### src/hw/sfp_defines.vh
// constants for the serial flash pin-role block
`ifndef SFP_DEFINES_VH
`define SFP_DEFINES_VH
// protocol select
`define SFP_PROTO_SINGLE 2'h0
`define SFP_PROTO_DUAL   2'h1
`define SFP_PROTO_QUAD   2'h2
// command class of the running command
`define SFP_CMD_IDLE  3'h0
`define SFP_CMD_READ1 3'h1
`define SFP_CMD_DOUT  3'h2
`define SFP_CMD_QOUT  3'h3
`define SFP_CMD_DIN   3'h4
`define SFP_CMD_QIN   3'h5
`define SFP_CMD_OTHER 3'h6
// synchroniser vector: {dq3..dq0, vpp, reset, cs_n, clock}
`define SFP_PIN_CLK   0
`define SFP_PIN_CSN   1
`define SFP_PIN_RST   2
`define SFP_PIN_VPP   3
`define SFP_PIN_DQ0   4
`define SFP_PIN_RSTV  8'h06
// volatile enhanced and nonvolatile configuration bits
`define SFP_VOLATILE_ENHANCED_CONFIG_REG_ACC  3
`define SFP_VOLATILE_ENHANCED_CONFIG_REG_HOLD 4
`define SFP_VOLATILE_ENHANCED_CONFIG_REG_RSTV 8'hFF
`define SFP_NONVOLATILE_CONFIG_REG_HOLD 4
// line enables per width
`define SFP_OE_W1 4'h2
`define SFP_OE_W2 4'h3
`define SFP_OE_W4 4'hF
// acceleration wait
`define SFP_ACC_WAIT_MS 200
`define SFP_CLK_KHZ     50000
// accelerate state codes
`define SFP_AC_IDLE 2'h0
`define SFP_AC_WAIT 2'h1
`define SFP_AC_FAST 2'h2
`define SFP_AC_SLOW 2'h3
`endif

### src/hw/sfp_pin_roles.v
// pin-role logic of a multi-line serial flash
`timescale 1ns/100ps
`include "sfp_defines.vh"

// Operation
// - single-line read data leaves on line 1, changed on clock fall
// - dual/quad input programs sample line 1 as input on clock rise
// - dual protocol makes line 1 bidirectional in every phase
// - quad lines bidirectional; accelerated modify falls back to single until supply low
// - line 2 is data in quad protocol or quad reads and quad programs in single
// - input receivers enabled except while that line is driven
// - line 3 as quad data ignores pause and reset while selected
// - reset pin low resets the enhanced register, double-rate flag and acceleration state, and floats all outputs
// - pause floats output and ignores input data and clock
// - quad reads and quad programs use pause pin as data
// - quad protocol: line 3 data when selected, reset when deselected
// - configuration bit 4 of either register disables pause
// - a double-rate operation disables pause
// - single/dual commands: write-protect low locks block-protect region
// - write-protect pin is line 2 in quad reads, quad programs and quad protocol
// - supply acceleration only while enhanced bit 3 is 0
// - enhanced bit 3 resets to 1
// - supply line is data until last input; 200 ms wait else slow
// - chip select high floats outputs; first fall needed before commands
// - inputs sampled on clock rise, outputs shifted on clock fall
module sfp_pin_roles #(
    parameter [31:0] ACC_WAIT_CYC = `SFP_ACC_WAIT_MS * `SFP_CLK_KHZ,
    parameter        RST_CAPABLE  = 1
) (
    input  wire       I_CLOCK,
    input  wire       I_RST_N,
    input  wire       I_SCLK,
    input  wire       I_CS_N,
    input  wire       I_RESET_PIN_N,
    input  wire       I_VPP_HIGH,
    input  wire [3:0] I_DQ_IN,
    input  wire [1:0] I_PROTO,
    input  wire [2:0] I_CMD_CLASS,
    input  wire       I_OUT_PHASE,
    input  wire       I_DTR_OP,
    input  wire [7:0] I_NONVOLATILE_CONFIG_REG,
    input  wire       I_VOLATILE_ENHANCED_CONFIG_REG_WE,
    input  wire [7:0] I_VOLATILE_ENHANCED_CONFIG_REG_WDATA,
    input  wire       I_DQ3_RST_DIS,
    input  wire [3:0] I_BP,
    input  wire       I_PROG_LAST,
    input  wire       I_OP_DONE,
    input  wire [7:0] I_TX_DATA,
    input  wire       I_TX_VALID,
    output reg        O_TX_READY,
    output reg  [7:0] O_RX_DATA,
    output reg        O_RX_VALID,
    input  wire       I_RX_READY,
    output reg  [3:0] O_DQ_OUT,
    output reg  [3:0] O_DQ_OE,
    output reg  [3:0] O_DQ_IN_EN,
    output reg  [7:0] O_VOLATILE_ENHANCED_CONFIG_REG,
    output reg        O_HOLD_ACTIVE,
    output reg        O_DEV_RESET,
    output reg  [3:0] O_WP_LOCK,
    output reg  [1:0] O_ACC_STATE,
    output reg  [1:0] O_PROTO_EFF
);

// ----------------------------------------
// pin synchronisers
// ----------------------------------------
reg  [7:0] s1_r;
reg  [7:0] s2_r;
reg  [7:0] s3_r;
reg  [7:0] pin_r;
wire [7:0] pin_nxt = (s2_r & s3_r) | (pin_r & (s2_r ^ s3_r));
reg        clk_d_r;
reg        csn_d_r;

always @(posedge I_CLOCK) begin
    if (!I_RST_N) begin
        s1_r    <= `SFP_PIN_RSTV;
        s2_r    <= `SFP_PIN_RSTV;
        s3_r    <= `SFP_PIN_RSTV;
        pin_r   <= `SFP_PIN_RSTV;
        clk_d_r <= 1'b0;
        csn_d_r <= 1'b1;
    end else begin
        s1_r    <= {I_DQ_IN, I_VPP_HIGH, I_RESET_PIN_N, I_CS_N, I_SCLK};
        s2_r    <= s1_r;
        s3_r    <= s2_r;
        pin_r   <= pin_nxt;
        clk_d_r <= pin_r[`SFP_PIN_CLK];
        csn_d_r <= pin_r[`SFP_PIN_CSN];
    end
end

wire       sck    = pin_r[`SFP_PIN_CLK];
wire       csn    = pin_r[`SFP_PIN_CSN];
wire [3:0] dq     = pin_r[`SFP_PIN_DQ0 +: 4];
wire       rise   = sck & ~clk_d_r;
wire       fall   = ~sck & clk_d_r;
wire       cs_on  = csn_d_r & ~csn;
wire       cs_off = csn & ~csn_d_r;

// ----------------------------------------
// line roles
// ----------------------------------------
reg  [1:0] ac_r;
reg        dtr_r;
reg        armed_r;
wire       quad_cmd = (I_CMD_CLASS == `SFP_CMD_QOUT) | (I_CMD_CLASS == `SFP_CMD_QIN);
wire       dual_cmd = (I_CMD_CLASS == `SFP_CMD_DOUT) | (I_CMD_CLASS == `SFP_CMD_DIN);
wire       fallback = (ac_r == `SFP_AC_FAST);
wire       quad_p   = (I_PROTO == `SFP_PROTO_QUAD) & ~fallback;
wire       dual_p   = (I_PROTO == `SFP_PROTO_DUAL);
wire       line2_dat = quad_p | quad_cmd;
wire       line3_dat = quad_p | quad_cmd;
reg  [1:0] width;

always @* begin
    if (line3_dat)
        width = `SFP_PROTO_QUAD;
    else if (dual_p | dual_cmd)
        width = `SFP_PROTO_DUAL;
    else
        width = `SFP_PROTO_SINGLE;
end

wire cfg_hold_dis = ~I_NONVOLATILE_CONFIG_REG[`SFP_NONVOLATILE_CONFIG_REG_HOLD] | ~O_VOLATILE_ENHANCED_CONFIG_REG[`SFP_VOLATILE_ENHANCED_CONFIG_REG_HOLD];
wire hold_en = ~cfg_hold_dis & ~dtr_r & ~line3_dat;
wire hold = hold_en & ~csn & ~dq[3];
wire dq3_rst = (RST_CAPABLE != 0) & quad_p & csn & ~dq[3] & ~I_DQ3_RST_DIS;
wire dev_rst = ~pin_r[`SFP_PIN_RST] | dq3_rst;
// active only after a first select fall
wire active = ~csn & armed_r & ~hold & ~dev_rst;

always @(posedge I_CLOCK) begin
    if (!I_RST_N) begin
        dtr_r   <= 1'b0;
        armed_r <= 1'b0;
        O_VOLATILE_ENHANCED_CONFIG_REG  <= `SFP_VOLATILE_ENHANCED_CONFIG_REG_RSTV;
    end else begin
        if (cs_off | dev_rst)
            dtr_r <= 1'b0;
        else if (I_DTR_OP)
            dtr_r <= 1'b1;
        if (cs_on & ~dev_rst)
            armed_r <= 1'b1;
        // bit 3 back to 1 on reset
        if (dev_rst)
            O_VOLATILE_ENHANCED_CONFIG_REG <= `SFP_VOLATILE_ENHANCED_CONFIG_REG_RSTV;
        else if (I_VOLATILE_ENHANCED_CONFIG_REG_WE)
            O_VOLATILE_ENHANCED_CONFIG_REG <= I_VOLATILE_ENHANCED_CONFIG_REG_WDATA;
    end
end

// ----------------------------------------
// supply acceleration
// ----------------------------------------
reg  [31:0] acc_cnt_r;
reg  [1:0]  ac_nxt;
// enabled only with bit 3 clear
wire acc_ok = ~O_VOLATILE_ENHANCED_CONFIG_REG[`SFP_VOLATILE_ENHANCED_CONFIG_REG_ACC] & ((I_CMD_CLASS == `SFP_CMD_QIN) | quad_p);
wire vpp = pin_r[`SFP_PIN_VPP];

always @* begin
    ac_nxt = ac_r;
    case (ac_r)
    `SFP_AC_IDLE: begin
        if (I_PROG_LAST & acc_ok)
            ac_nxt = `SFP_AC_WAIT;
    end
    // wait for the supply, else slow
    `SFP_AC_WAIT: begin
        if (vpp)
            ac_nxt = `SFP_AC_FAST;
        else if (acc_cnt_r >= ACC_WAIT_CYC - 32'h1)
            ac_nxt = `SFP_AC_SLOW;
    end
    `SFP_AC_FAST: begin
        if (!vpp)
            ac_nxt = `SFP_AC_IDLE;
    end
    default: begin
        if (I_OP_DONE)
            ac_nxt = `SFP_AC_IDLE;
    end
    endcase
end

always @(posedge I_CLOCK) begin
    if (!I_RST_N | dev_rst) begin
        ac_r      <= `SFP_AC_IDLE;
        acc_cnt_r <= 32'h0;
    end else begin
        ac_r      <= ac_nxt;
        acc_cnt_r <= (ac_r == `SFP_AC_WAIT) ? acc_cnt_r + 32'h1 : 32'h0;
    end
end

// ----------------------------------------
// two-entry transmit buffer
// ----------------------------------------
reg  [7:0] buf0_r;
reg  [7:0] buf1_r;
reg  [1:0] cnt_r;
reg  [2:0] obit_r;
reg  [7:0] osh_r;
wire       push = I_TX_VALID & (cnt_r != 2'h2);
// a byte is pulled at the first fall of each output byte
wire       pull = active & I_OUT_PHASE & fall & (obit_r == 3'h0) & (cnt_r != 2'h0);

always @(posedge I_CLOCK) begin
    if (!I_RST_N) begin
        buf0_r     <= 8'h00;
        buf1_r     <= 8'h00;
        cnt_r      <= 2'h0;
        O_TX_READY <= 1'b0;
    end else begin
        if (pull) begin
            buf0_r <= (cnt_r == 2'h2) ? buf1_r : (push ? I_TX_DATA : buf0_r);
            if (push & (cnt_r == 2'h2))
                buf1_r <= I_TX_DATA;
            cnt_r <= push ? cnt_r : cnt_r - 2'h1;
        end else if (push) begin
            if (cnt_r == 2'h0)
                buf0_r <= I_TX_DATA;
            else
                buf1_r <= I_TX_DATA;
            cnt_r <= cnt_r + 2'h1;
        end
        O_TX_READY <= (cnt_r == 2'h0) | ((cnt_r == 2'h1) & ~push) | pull;
    end
end

// ----------------------------------------
// shifters
// ----------------------------------------
reg  [7:0] ish_r;
reg  [2:0] ibit_r;
reg  [2:0] step;
reg  [7:0] ish_nxt;
reg  [7:0] ld;
reg  [7:0] osh_nxt;
reg  [3:0] oe_nxt;
reg  [3:0] out_nxt;

always @* begin
    step    = 3'h1;
    ish_nxt = {ish_r[6:0], dq[0]};
    // line 1 becomes input for wide programs
    if (width == `SFP_PROTO_QUAD) begin
        step    = 3'h4;
        ish_nxt = {ish_r[3:0], dq};
    end else if (width == `SFP_PROTO_DUAL) begin
        step    = 3'h2;
        ish_nxt = {ish_r[5:0], dq[1:0]};
    end
    ld      = (obit_r == 3'h0) ? buf0_r : osh_r;
    osh_nxt = ld << step;
    oe_nxt  = `SFP_OE_W1;
    out_nxt = {2'h0, ld[7], 1'b0};
    if (width == `SFP_PROTO_QUAD) begin
        oe_nxt  = `SFP_OE_W4;
        out_nxt = ld[7:4];
    end else if (width == `SFP_PROTO_DUAL) begin
        oe_nxt  = `SFP_OE_W2;
        out_nxt = {2'h0, ld[7:6]};
    end
end

always @(posedge I_CLOCK) begin
    if (!I_RST_N) begin
        ish_r      <= 8'h00;
        ibit_r     <= 3'h0;
        osh_r      <= 8'h00;
        obit_r     <= 3'h0;
        O_RX_DATA  <= 8'h00;
        O_RX_VALID <= 1'b0;
        O_DQ_OUT   <= 4'h0;
        O_DQ_OE    <= 4'h0;
        O_DQ_IN_EN <= 4'hF;
    end else begin
        if (O_RX_VALID & I_RX_READY)
            O_RX_VALID <= 1'b0;
        if (~active & ~hold) begin
            ibit_r <= 3'h0;
            obit_r <= 3'h0;
        end
        if (active & ~I_OUT_PHASE & rise) begin
            ish_r  <= ish_nxt;
            ibit_r <= ibit_r + step;
            if (ibit_r + step == 3'h0) begin
                O_RX_DATA  <= ish_nxt;
                O_RX_VALID <= 1'b1;
            end
        end
        if (active & I_OUT_PHASE & fall) begin
            osh_r    <= osh_nxt;
            obit_r   <= obit_r + step;
            O_DQ_OUT <= out_nxt;
        end
        if (active & I_OUT_PHASE) begin
            O_DQ_OE    <= oe_nxt;
            O_DQ_IN_EN <= ~oe_nxt;
        end else begin
            O_DQ_OE    <= 4'h0;
            O_DQ_IN_EN <= 4'hF;
        end
    end
end

// ----------------------------------------
// status
// ----------------------------------------
always @(posedge I_CLOCK) begin
    if (!I_RST_N) begin
        O_HOLD_ACTIVE <= 1'b0;
        O_DEV_RESET   <= 1'b0;
        O_WP_LOCK     <= 4'h0;
        O_ACC_STATE   <= `SFP_AC_IDLE;
        O_PROTO_EFF   <= `SFP_PROTO_SINGLE;
    end else begin
        O_HOLD_ACTIVE <= hold;
        O_DEV_RESET   <= dev_rst;
        // write-protect lock, not when line 2 is data
        O_WP_LOCK     <= (~line2_dat & ~dq[2]) ? I_BP : 4'h0;
        O_ACC_STATE   <= ac_r;
        O_PROTO_EFF   <= width;
    end
end

endmodule // sfp_pin_roles

### config.mk
export PLATFORM = sky130hd
export DESIGN_NAME = sfp_pin_roles
export DESIGN_NICKNAME = d
export VERILOG_FILES = /design/src/hw/sfp_pin_roles.v
export VERILOG_INCLUDE_DIRS = /design/src /design/src/hw
export SDC_FILE = /design/constraint.sdc
export NUM_CORES = 1
export LEC_CHECK = 0
export ABC_AREA = 1
export BUFFER_PORTS_ARGS = -buffer_cell sky130_fd_sc_hd__buf_2
export CAP_MARGIN = 15
export CELL_PAD_IN_SITES_DETAIL_PLACEMENT = 1
export CELL_PAD_IN_SITES_GLOBAL_PLACEMENT = 1
export CORE_ASPECT_RATIO = 0.75
export CORE_MARGIN = 2
export CORE_UTILIZATION = 38
export DETAILED_ROUTE_END_ITERATION = 8
export PLACE_DENSITY = 0.78
export SLEW_MARGIN = 30
export SYNTH_ARGS = -nofsm -noshare
export SYNTH_HDL_FRONTEND = slang
export SYNTH_SLANG_ARGS = --single-unit
### constraint.sdc
create_clock -name I_CLOCK -period 2.5 [get_ports I_CLOCK]
set_input_delay 0.375 -clock I_CLOCK [delete_from_list [all_inputs] [get_ports I_CLOCK]]
set_output_delay 0.375 -clock I_CLOCK [all_outputs]
set_load 0.02 [all_outputs]
==> run summary, run 1 <==
Status = complete, no violations
CTS Sinks = 147
Site row count = 41
Max Clk Rate = 0.4172 GHz
Finished Layout Cells = 1187
Slew headroom = 65.26%
Initial antenna violation count = 1
Antenna Violating Nets Remaining = 0
Final hold vios = 0
DR WL/cell = 15.17 um
Worst-Skew Late Latency = 0.43 ns
TritonCTS clock tree = done
Commonest register cell after synthesis = dfxtp_1
Setup slack after layout = 0.1032 ns
Depth of the CTS H-tree = 4
Count of final setup violators = 0
Leading area contributor after synthesis = dfxtp_1
WS Path Type = reg -> reg
Clock transition at path regs = 0.06 ns
Crit path launch type = register
Crit path largest cell delay = 0.40 ns
Final core occ = 47.24%
Final setup skew = 0.009184 ns
Port Buf Inserts = 83
Worst-path fanout max = 6
Die H = 117.2 um
Worst reg2reg path depth = 14
Synth area leaders = dfxtp_1 (45%), nand2_1 (10%), inv_1 (6.2%)
Total Routing Usage GR = 20.42%
Routed WL = 18000 um
Sequential share of the synthesized area = 45.36%
Worst R2R Setup Slack = 0.10 ns
Final period util = 95.87%
Mean Syn Cell Area = 7.632 um^2
Largest net degree at the start of global routing = 52
Placed cell area = 7218 um^2
CTS buffer count = 17
Final instance area = 7924 um^2
Overall power = 5.636 mW
Die Width = 154.9 um
Mapped Area = 6487 um^2
Count leader, synth = nand2_1
R2r startpoint = ac_r[0]
Crit path capture = O_RX_DATA[7]
Final Wtd Congestion = 0.8378
Area Overhead vs Synth = 22.14%
Vias = 5870
Critical path capture point type = register
Clk buf depth = 2
First-pass GRT wire length = 28840 um
Antenna diodes = 0
Worst min path class = in -> reg
Setup crit start = ac_r[0]
Drt via density = 4.945
Yosys reg bits = 147
Synth warnings = 0
Fin crit period = 2.397 ns
CTS root buf = clkbuf_16
Arr. time, crit path = 2.76 ns
Placed Cells = 1147
Core Area = 16770 um^2
Post-CTS Hold Fix Bufs = 0
CP Data Required Time = 2.86 ns
Setup_tns = 0 ns
Share of layout cells above drive strength 1 = 20.88%
# IOs = 91
P per Cell Area = 711.3 nW/um^2
DP HPWL = 12940 um
Ys async rst share = 0%
Number of global-route vias before repair = 5776
Critical Path, Cell by Cell = inv_2 > nand2_4 > nand3_4 > nand2_4 > nor2_2 > ha_2 > fa_2 > xnor2_2 > xor2_2 > nand3_4 > inv_8 > buf_6 > o21ai_1 > a21oi_1
Cell variety after synth = 54
Total grt overflow = 0
TritonRoute pass-1 iters = 4
Remaining DRCs = 0
Dpl ws = -0.1490 ns
EDFF count, synth = 0
Final net count = 1030
Initial DRC Count = 300
Slowest CP cell = fa_2
Mapped Nets = 918
Leakage = 3.512 nW
Initial core utilization = 38.67%
Die outline area = 18140 um^2
Synth top area share = 45.36%
Synth top cells by count = nand2_1 (173), dfxtp_1 (147), inv_1 (108)
R2r endpoint = O_RX_DATA[7]
Max VDD drop = 0.4212 mV
Max Cap Violations = 0
Post-Synthesis Cells = 850
Slew Limit Fails = 0
Hold slack final = 0.1181 ns
Least-Margin Pin Slew = 0.5156 ns
area by class of cell:
type                            instances  area (um^2)
Fill cell                            2092         8851
Multi-Input combinational cell        560         2959
Sequential cell                       147         2944
Timing Repair Buffer                  118        694.4
Inverter                              118        454.2
Clock buffer                           19        442.9
Tap cell                              215        269.0
Clock inverter                         10        160.2
report_power, final:
part           internal [mW]  switching, mW  total, mW
combinational          0.187          0.328      0.515
clock                   1.67           1.00       2.67
sequential              2.41         0.0332       2.45
per-layer routing:
metal	GRT usage [%]	vias up	wire length (um)
li1	-	2953	-
met1	28.02	2791	9147
met2	31.88	100	7780
met3	4.492	24	792
met4	7.531	2	268
met5	0	-	13
what timing repair did:
item	CTS	global route
setup endpoints to repair	0	9
gates resized for setup	0	10
setup buffers	0	11
registers in the layout, summed over array words and instances, names as in the netlist, 2 cells and up:
| signal | cells |
|---|---|
| acc_cnt_r | 32 |
| O_RX_DATA | 8 |
| O_VOLATILE_ENHANCED_CONFIG_REG | 8 |
| buf0_r | 8 |
| buf1_r | 8 |
| osh_r | 8 |
| pin_r | 8 |
| s1_r | 8 |
| s2_r | 8 |
| s3_r | 8 |
| ish_r | 7 |
| O_DQ_OUT | 4 |
| O_WP_LOCK | 4 |
| O_DQ_IN_EN | 3 |
| O_DQ_OE | 3 |
| ibit_r | 3 |
| obit_r | 3 |
| O_ACC_STATE | 2 |
| O_PROTO_EFF | 2 |
| ac_r | 2 |
| cnt_r | 2 |
layout by cell type, fill, tap and decap left out, drive strengths merged:
master    synthesis  final
a211oi            2      2
a21oi            67     67
a2bb2oi           1      1
a41oi             2      2
and2              1      1
and3              1      1
buf              13    118
bufinv            0      4
clkbuf           12     19
clkinv            4      5
clkinvlp          0      4
dfxtp           147    147
fa                2      2
ha               15     15
inv             114    115
nand2           183    183
nand3            51     51
nand4            21     21
nor2            100    100
nor3             26     26
nor3b             3      3
nor4              4      4
o2111ai           1      1
o211a             1      1
o211ai            2      2
o21a              4      4
o21ai            43     43
o221ai            4      4
o22ai             4      4
or2              13     13
or2b              1      1
xnor2             4      4
xor2              4      4
worst min-delay path by stage:
stage,start,cells after the start,endpoint,slack [ns]
floorplan,s1_r[0],2,s2_r[0],0.39
global placement,s1_r[7],2,s2_r[7],0.40
detailed placement,s1_r[0],2,s2_r[0],0.40
CTS,I_DQ_IN[1],3,s1_r[5],0.10
global route,I_CS_N,2,s1_r[1],0.12
finish,I_DQ_IN[1],3,s1_r[5],0.12
cell families after synthesis:
| group | share of synthesized area (%) |
|---|---|
| AO/OA/AOI/OAI | 11.17 |
| XOR/XNOR | 1.196 |
| adder cells (fa/ha/maj) | 3.510 |
| buffers and inverters | 9.219 |
| flip-flops | 45.36 |
| AND/OR/NAND/NOR | 29.55 |
critical path, delay by kind of cell, from the launching register on:
kind	cells	cell delay, ns
buffers and inverters	3	0.29
xor gates and xnor gates	2	0.45
DFF	1	0.34
adders and majority gates	2	0.60
AOI/OAI and AO/OA	2	0.19
and+or+nand+nor	5	0.47
(Power assumes the default switching activity.)
==> run 2: changes to the inputs <==
REMOVE_ABC_BUFFERS = 1   (was unset)
==> run summary, run 2 (synthesized netlist as in run 1, its figures left out) <==
Status = complete, no violations
Final setup skew = 0.009502 ns
Max reg flops = 32
Worst reg2reg path depth = 13
Critical path capture point type = register
Final period util = 93.46%
CTS Sinks = 147
Site row count = 41
Area Overhead vs Synth = 20.15%
First-pass GRT wire length = 29450 um
Fin crit period = 2.336 ns
Largest net degree at the start of global routing = 46
Initial DRC Count = 246
Share of layout cells above drive strength 1 = 19.77%
Placed Cells = 1144
Clk buf depth = 2
WHS Path Cells = 3
Core Area = 16770 um^2
Vias = 5820
R2r startpoint = ac_r[0]
Most frequent cells in the layout = nand2_1 (173), dfxtp_1 (147), inv_1 (108)
Max VDD drop = 0.4161 mV
RSZ-0062 raised after global routing = true
# IOs = 91
Total grt overflow = 0
Leakage = 3.451 nW
Number of global-route vias before repair = 6018
Register with the highest flop count = acc_cnt_r
Crit path launch type = register
Max Clk Rate = 0.4280 GHz
Final core occ = 46.47%
Post-CTS Hold Fix Bufs = 0
Max Cap Violations = 0
Slew headroom = 62.40%
Internal = 4.003 mW
Arr. time, crit path = 2.70 ns
Count of final setup violators = 0
CP Data Required Time = 2.86 ns
Drt via density = 4.949
Final net count = 1016
Hold_sp = I_SCLK
Final hold vios = 0
R2r endpoint = O_RX_DATA[2]
CTS root buf = clkbuf_16
P per Cell Area = 706.9 nW/um^2
Net Sw Frac = 27.36%
Antenna diodes = 0
Fill count = 2089
Slew Limit Fails = 0
Finished Layout Cells = 1176
Die outline area = 18140 um^2
DP HPWL = 12500 um
TritonRoute pass-1 iters = 4
Least-Margin Pin Slew = 0.5634 ns
Final Wtd Congestion = 0.7909
Port Buf Inserts = 83
Hold worst-path end = s1_r[0]
Post-CTS Setup Repair Bufs = 0
Routed WL = 17530 um
Worst R2R Setup Slack = 0.16 ns
Part of the power in combinational logic = 9.0%
Die H = 117.2 um
Worst min path class = in -> reg
Switching power = 1.508 mW
Clock group share of total power = 46.7%
Total Routing Usage GR = 20.47%
Remaining DRCs = 0
Die Width = 154.9 um
WS Path Type = reg -> reg
TritonCTS clock tree = done
Initial core utilization = 38.67%
Overall power = 5.510 mW
CTS buffer count = 17
Worst-Skew Late Latency = 0.43 ns
Placed cell area = 7196 um^2
Clock transition at path regs = 0.07 ns
Depth of the CTS H-tree = 4
Initial antenna violation count = 0
Worst-path fanout max = 10
Commonest non-fill, non-tap cell in the layout = nand2_1
Flop pwr share = 44.4%
Antenna Violating Nets Remaining = 0
Final instance area = 7795 um^2
DR WL/cell = 14.91 um
Resize count post-CTS = 0
[run 2: final cells by class]
cell class / instances / area [um^2] / share of cell area, %
tap: 215 / 269.0 / 3.451
timing repair buffer: 104 / 585.6 / 7.512
multi-input combinational: 560 / 2954 / 37.90
clock buffer: 17 / 425.4 / 5.457
inverter: 118 / 451.7 / 5.795
sequential: 147 / 2943 / 37.75
clock inverter: 15 / 166.4 / 2.135
[run 2: worst max path at each step]
stage | from | to | slack (ns)
after floorplan | I_CMD_CLASS[1] | O_RX_DATA[1] | 0.02
after global placement | I_CMD_CLASS[1] | O_RX_DATA[3] | -0.02
after detailed placement | I_CMD_CLASS[1] | O_RX_DATA[2] | -0.12
after CTS | ac_r[0] | O_RX_DATA[2] | 0.09
after global routing | ac_r[0] | O_RX_DATA[2] | -0.0007
final | ac_r[0] | O_RX_DATA[2] | 0.16
[run 2: power groups by stage]
stage | sequential [mW] | combinational (mW) | clock (mW)
after global routing | 2.45 | 0.556 | 2.72
final | 2.44 | 0.494 | 2.57
after global placement | 2.49 | 0.476 | 0
after floorplan | 2.52 | 0.270 | 0
after CTS | 2.44 | 0.496 | 2.64
after detailed placement | 2.50 | 0.490 | 0
[run 2: layer usage]
metal	up-vias	share of wire, %	GRT usage [%]
li1	2940	-	-
met1	2764	50	27.50
met2	99	45	33.69
met3	17	3.3	4.087
met4	0	1.1	6.235
met5	-	0	0
[run 2: worst max-delay path: stages, from the launching register on]
cell and delay (ns):
dfxtp_1 0.34, inv_2 0.07, nand2_4 0.08, nand3_4 0.08, nand2_4 0.11, nor2_2 0.05
ha_1 0.20, fa_1 0.41, xnor2_2 0.18, xor2_2 0.22, nand3_4 0.17, clkinv_4 0.12
o21ai_0 0.07, nor2_1 0.15
[run 2: stage by stage]
stage               setup slack (ns)    TNS (ns)  hold WS (ns)
global route              -0.0007254  -0.0007254        0.1237
finish                        0.1636           0        0.1230
global placement            -0.02108    -0.06932        0.3956
floorplan                    0.02310           0        0.3900
detailed placement           -0.1230     -0.7536        0.4037
CTS                          0.09019           0        0.1091
==> run 3: changes to the inputs <==
SETUP_SLACK_MARGIN = 0.5   (was unset)
==> run summary, run 3 (synthesized netlist as in run 1, its figures left out) <==
Arr. time, crit path = 2.64 ns
Slew headroom = 63.35%
Die H = 117.2 um
P per Cell Area = 661.4 nW/um^2
Initial DRC Count = 290
# IOs = 91
Slew Limit Fails = 0
Worst reg2reg path depth = 18
Worst-path fanout max = 5
Drt via density = 5.070
Antenna diodes = 0
Initial core utilization = 38.67%
Post-CTS Hold Fix Bufs = 0
Remaining DRCs = 0
WHS Path Cells = 3
Clock transition at path regs = 0.07 ns
Worst min path class = in -> reg
Worst-Skew Late Latency = 0.44 ns
CTS root buf = clkbuf_16
Vias = 6206
Register with the highest flop count = acc_cnt_r
TritonCTS clock tree = done
Antenna Violating Nets Remaining = 0
Crit path launch type = register
Largest net degree at the start of global routing = 46
Leakage = 3.800 nW
Slowest CP cell = dfxtp_2
Max Clk Rate = 0.4330 GHz
Core Area = 16770 um^2
CP dominant cell by count = buf_6
DP HPWL = 12500 um
Max reg flops = 32
Worst path top cell family by delay = simple AND/OR/NAND/NOR gates
Final setup skew = 0.01098 ns
DR WL/cell = 16.36 um
Least-Margin Pin Slew = 0.5498 ns
Total grt overflow = 0
R2r endpoint = buf0_r[6]
Final Wtd Congestion = 0.7909
CP Data Required Time = 2.83 ns
Setup_tns = 0 ns
R2r startpoint = ac_r[0]
Max VDD drop = 0.4197 mV
Site row count = 41
Die Width = 154.9 um
Initial antenna violation count = 0
CTS Sinks = 147
Number of global-route vias before repair = 6157
RSZ-0062 raised after global routing = true
Final period util = 92.37%
Stages on worst setup path = 18
TritonRoute pass-1 iters = 4
Share of layout cells above drive strength 1 = 29.73%
Critical path capture point type = register
Die outline area = 18140 um^2
WS Path Type = reg -> reg
Most frequent cells in the layout = nand2_1 (164), dfxtp_1 (144), inv_1 (103)
Fill count = 2044
Count of final setup violators = 0
Crit path largest cell delay = 0.34 ns
CTS buffer count = 17
Commonest non-fill, non-tap cell in the layout = nand2_1
Placed Cells = 1144
Dpl ws = -0.1230 ns
First-pass GRT wire length = 30550 um
Fin crit period = 2.309 ns
Port Buf Inserts = 83
Overall power = 5.697 mW
Setup crit start = ac_r[0]
Final net count = 1064
Area Overhead vs Synth = 32.79%
Routed WL = 20030 um
Crit path capture = buf0_r[6]
Worst R2R Setup Slack = 0.19 ns
Critical Path, Cell by Cell = inv_2 > nand2_4 > nand3_4 > buf_4 > buf_6 > buf_6 > nand3_4 > nand4_4 > nor2_4 > nand2_2 > ha_4 > inv_6 > o21ai_4 > nor2_4 > buf_6 > nand3_2 > nand2_1 > inv_1
Setup slack after layout = 0.1908 ns
Total Routing Usage GR = 21.36%
Finished Layout Cells = 1224
Clk buf depth = 2
Final hold vios = 0
Status = complete, no violations
Buf/Inv on CP = 7
Depth of the CTS H-tree = 4
Max Cap Violations = 0
Hold slack final = 0.1169 ns
-- run 3: worst register-to-register path: stages, from the launching register on --
cell and delay (ns):
dfxtp_2 0.34, inv_2 0.05, nand2_4 0.07, nand3_4 0.08
buf_4 0.15, buf_6 0.11, buf_6 0.12, nand3_4 0.09
nand4_4 0.11, nor2_4 0.15, nand2_2 0.10, ha_4 0.18
inv_6 0.06, o21ai_4 0.07, nor2_4 0.15, buf_6 0.15
nand3_2 0.08, nand2_1 0.10, inv_1 0.05
-- run 3: routing by layer --
layer | up-vias | share of wire [%] | track usage, %
li1 | 3051 | - | -
met1 | 3014 | 46 | 28.19
met2 | 121 | 49 | 35.73
met3 | 20 | 4.4 | 5.007
met4 | 0 | 1.1 | 5.370
met5 | - | 0 | 0
-- run 3: power by group --
group          internal (mW)  switching (mW)
sequential              2.41          0.0349
clock                   1.42            1.17
combinational          0.257           0.398
total                   4.09            1.61
-- run 3: worst min-delay path by stage --
stage               start  endpoint  slack (ns)
2_1_floorplan     s1_r[0]   s2_r[0]        0.39
4_1_cts            I_SCLK   s1_r[0]        0.11
6_report       I_DQ_IN[2]   s1_r[6]        0.12
5_1_grt            I_SCLK   s1_r[0]        0.12
3_5_place_dp      s1_r[7]   s2_r[7]        0.40
3_3_place_gp      s1_r[4]   s2_r[4]        0.40
-- run 3: layout make-up --
class | instances | area (um^2) | area share [%]
repair inverters | 1 | 8.758 | 0.1017
inverters | 118 | 471.7 | 5.476
well taps | 215 | 269.0 | 3.123
flip-flops and latches | 147 | 2947 | 34.20
clock buffers | 17 | 425.4 | 4.938
clock inverters | 15 | 166.4 | 1.932
repair buffers | 149 | 1015 | 11.78
multi-input cells | 562 | 3312 | 38.45
-- run 3: per-stage QoR --
step                      util (%)  cell area [um^2]
after global routing         51.35              8615
after detailed placement     42.90              7196
final                        51.35              8615
after global placement       42.90              7196
after CTS                    48.15              8078
after floorplan                  -              6341
-- run 3: repair_timing --
item / CTS / global route
pin swaps: 24 / 38
resized for setup: 40 / 74
buffers inserted: 16 / 28
cloned: 2 / 2
endpoints found under the setup margin: 36 / 61
endpoints found under the hold margin: 0 / 0
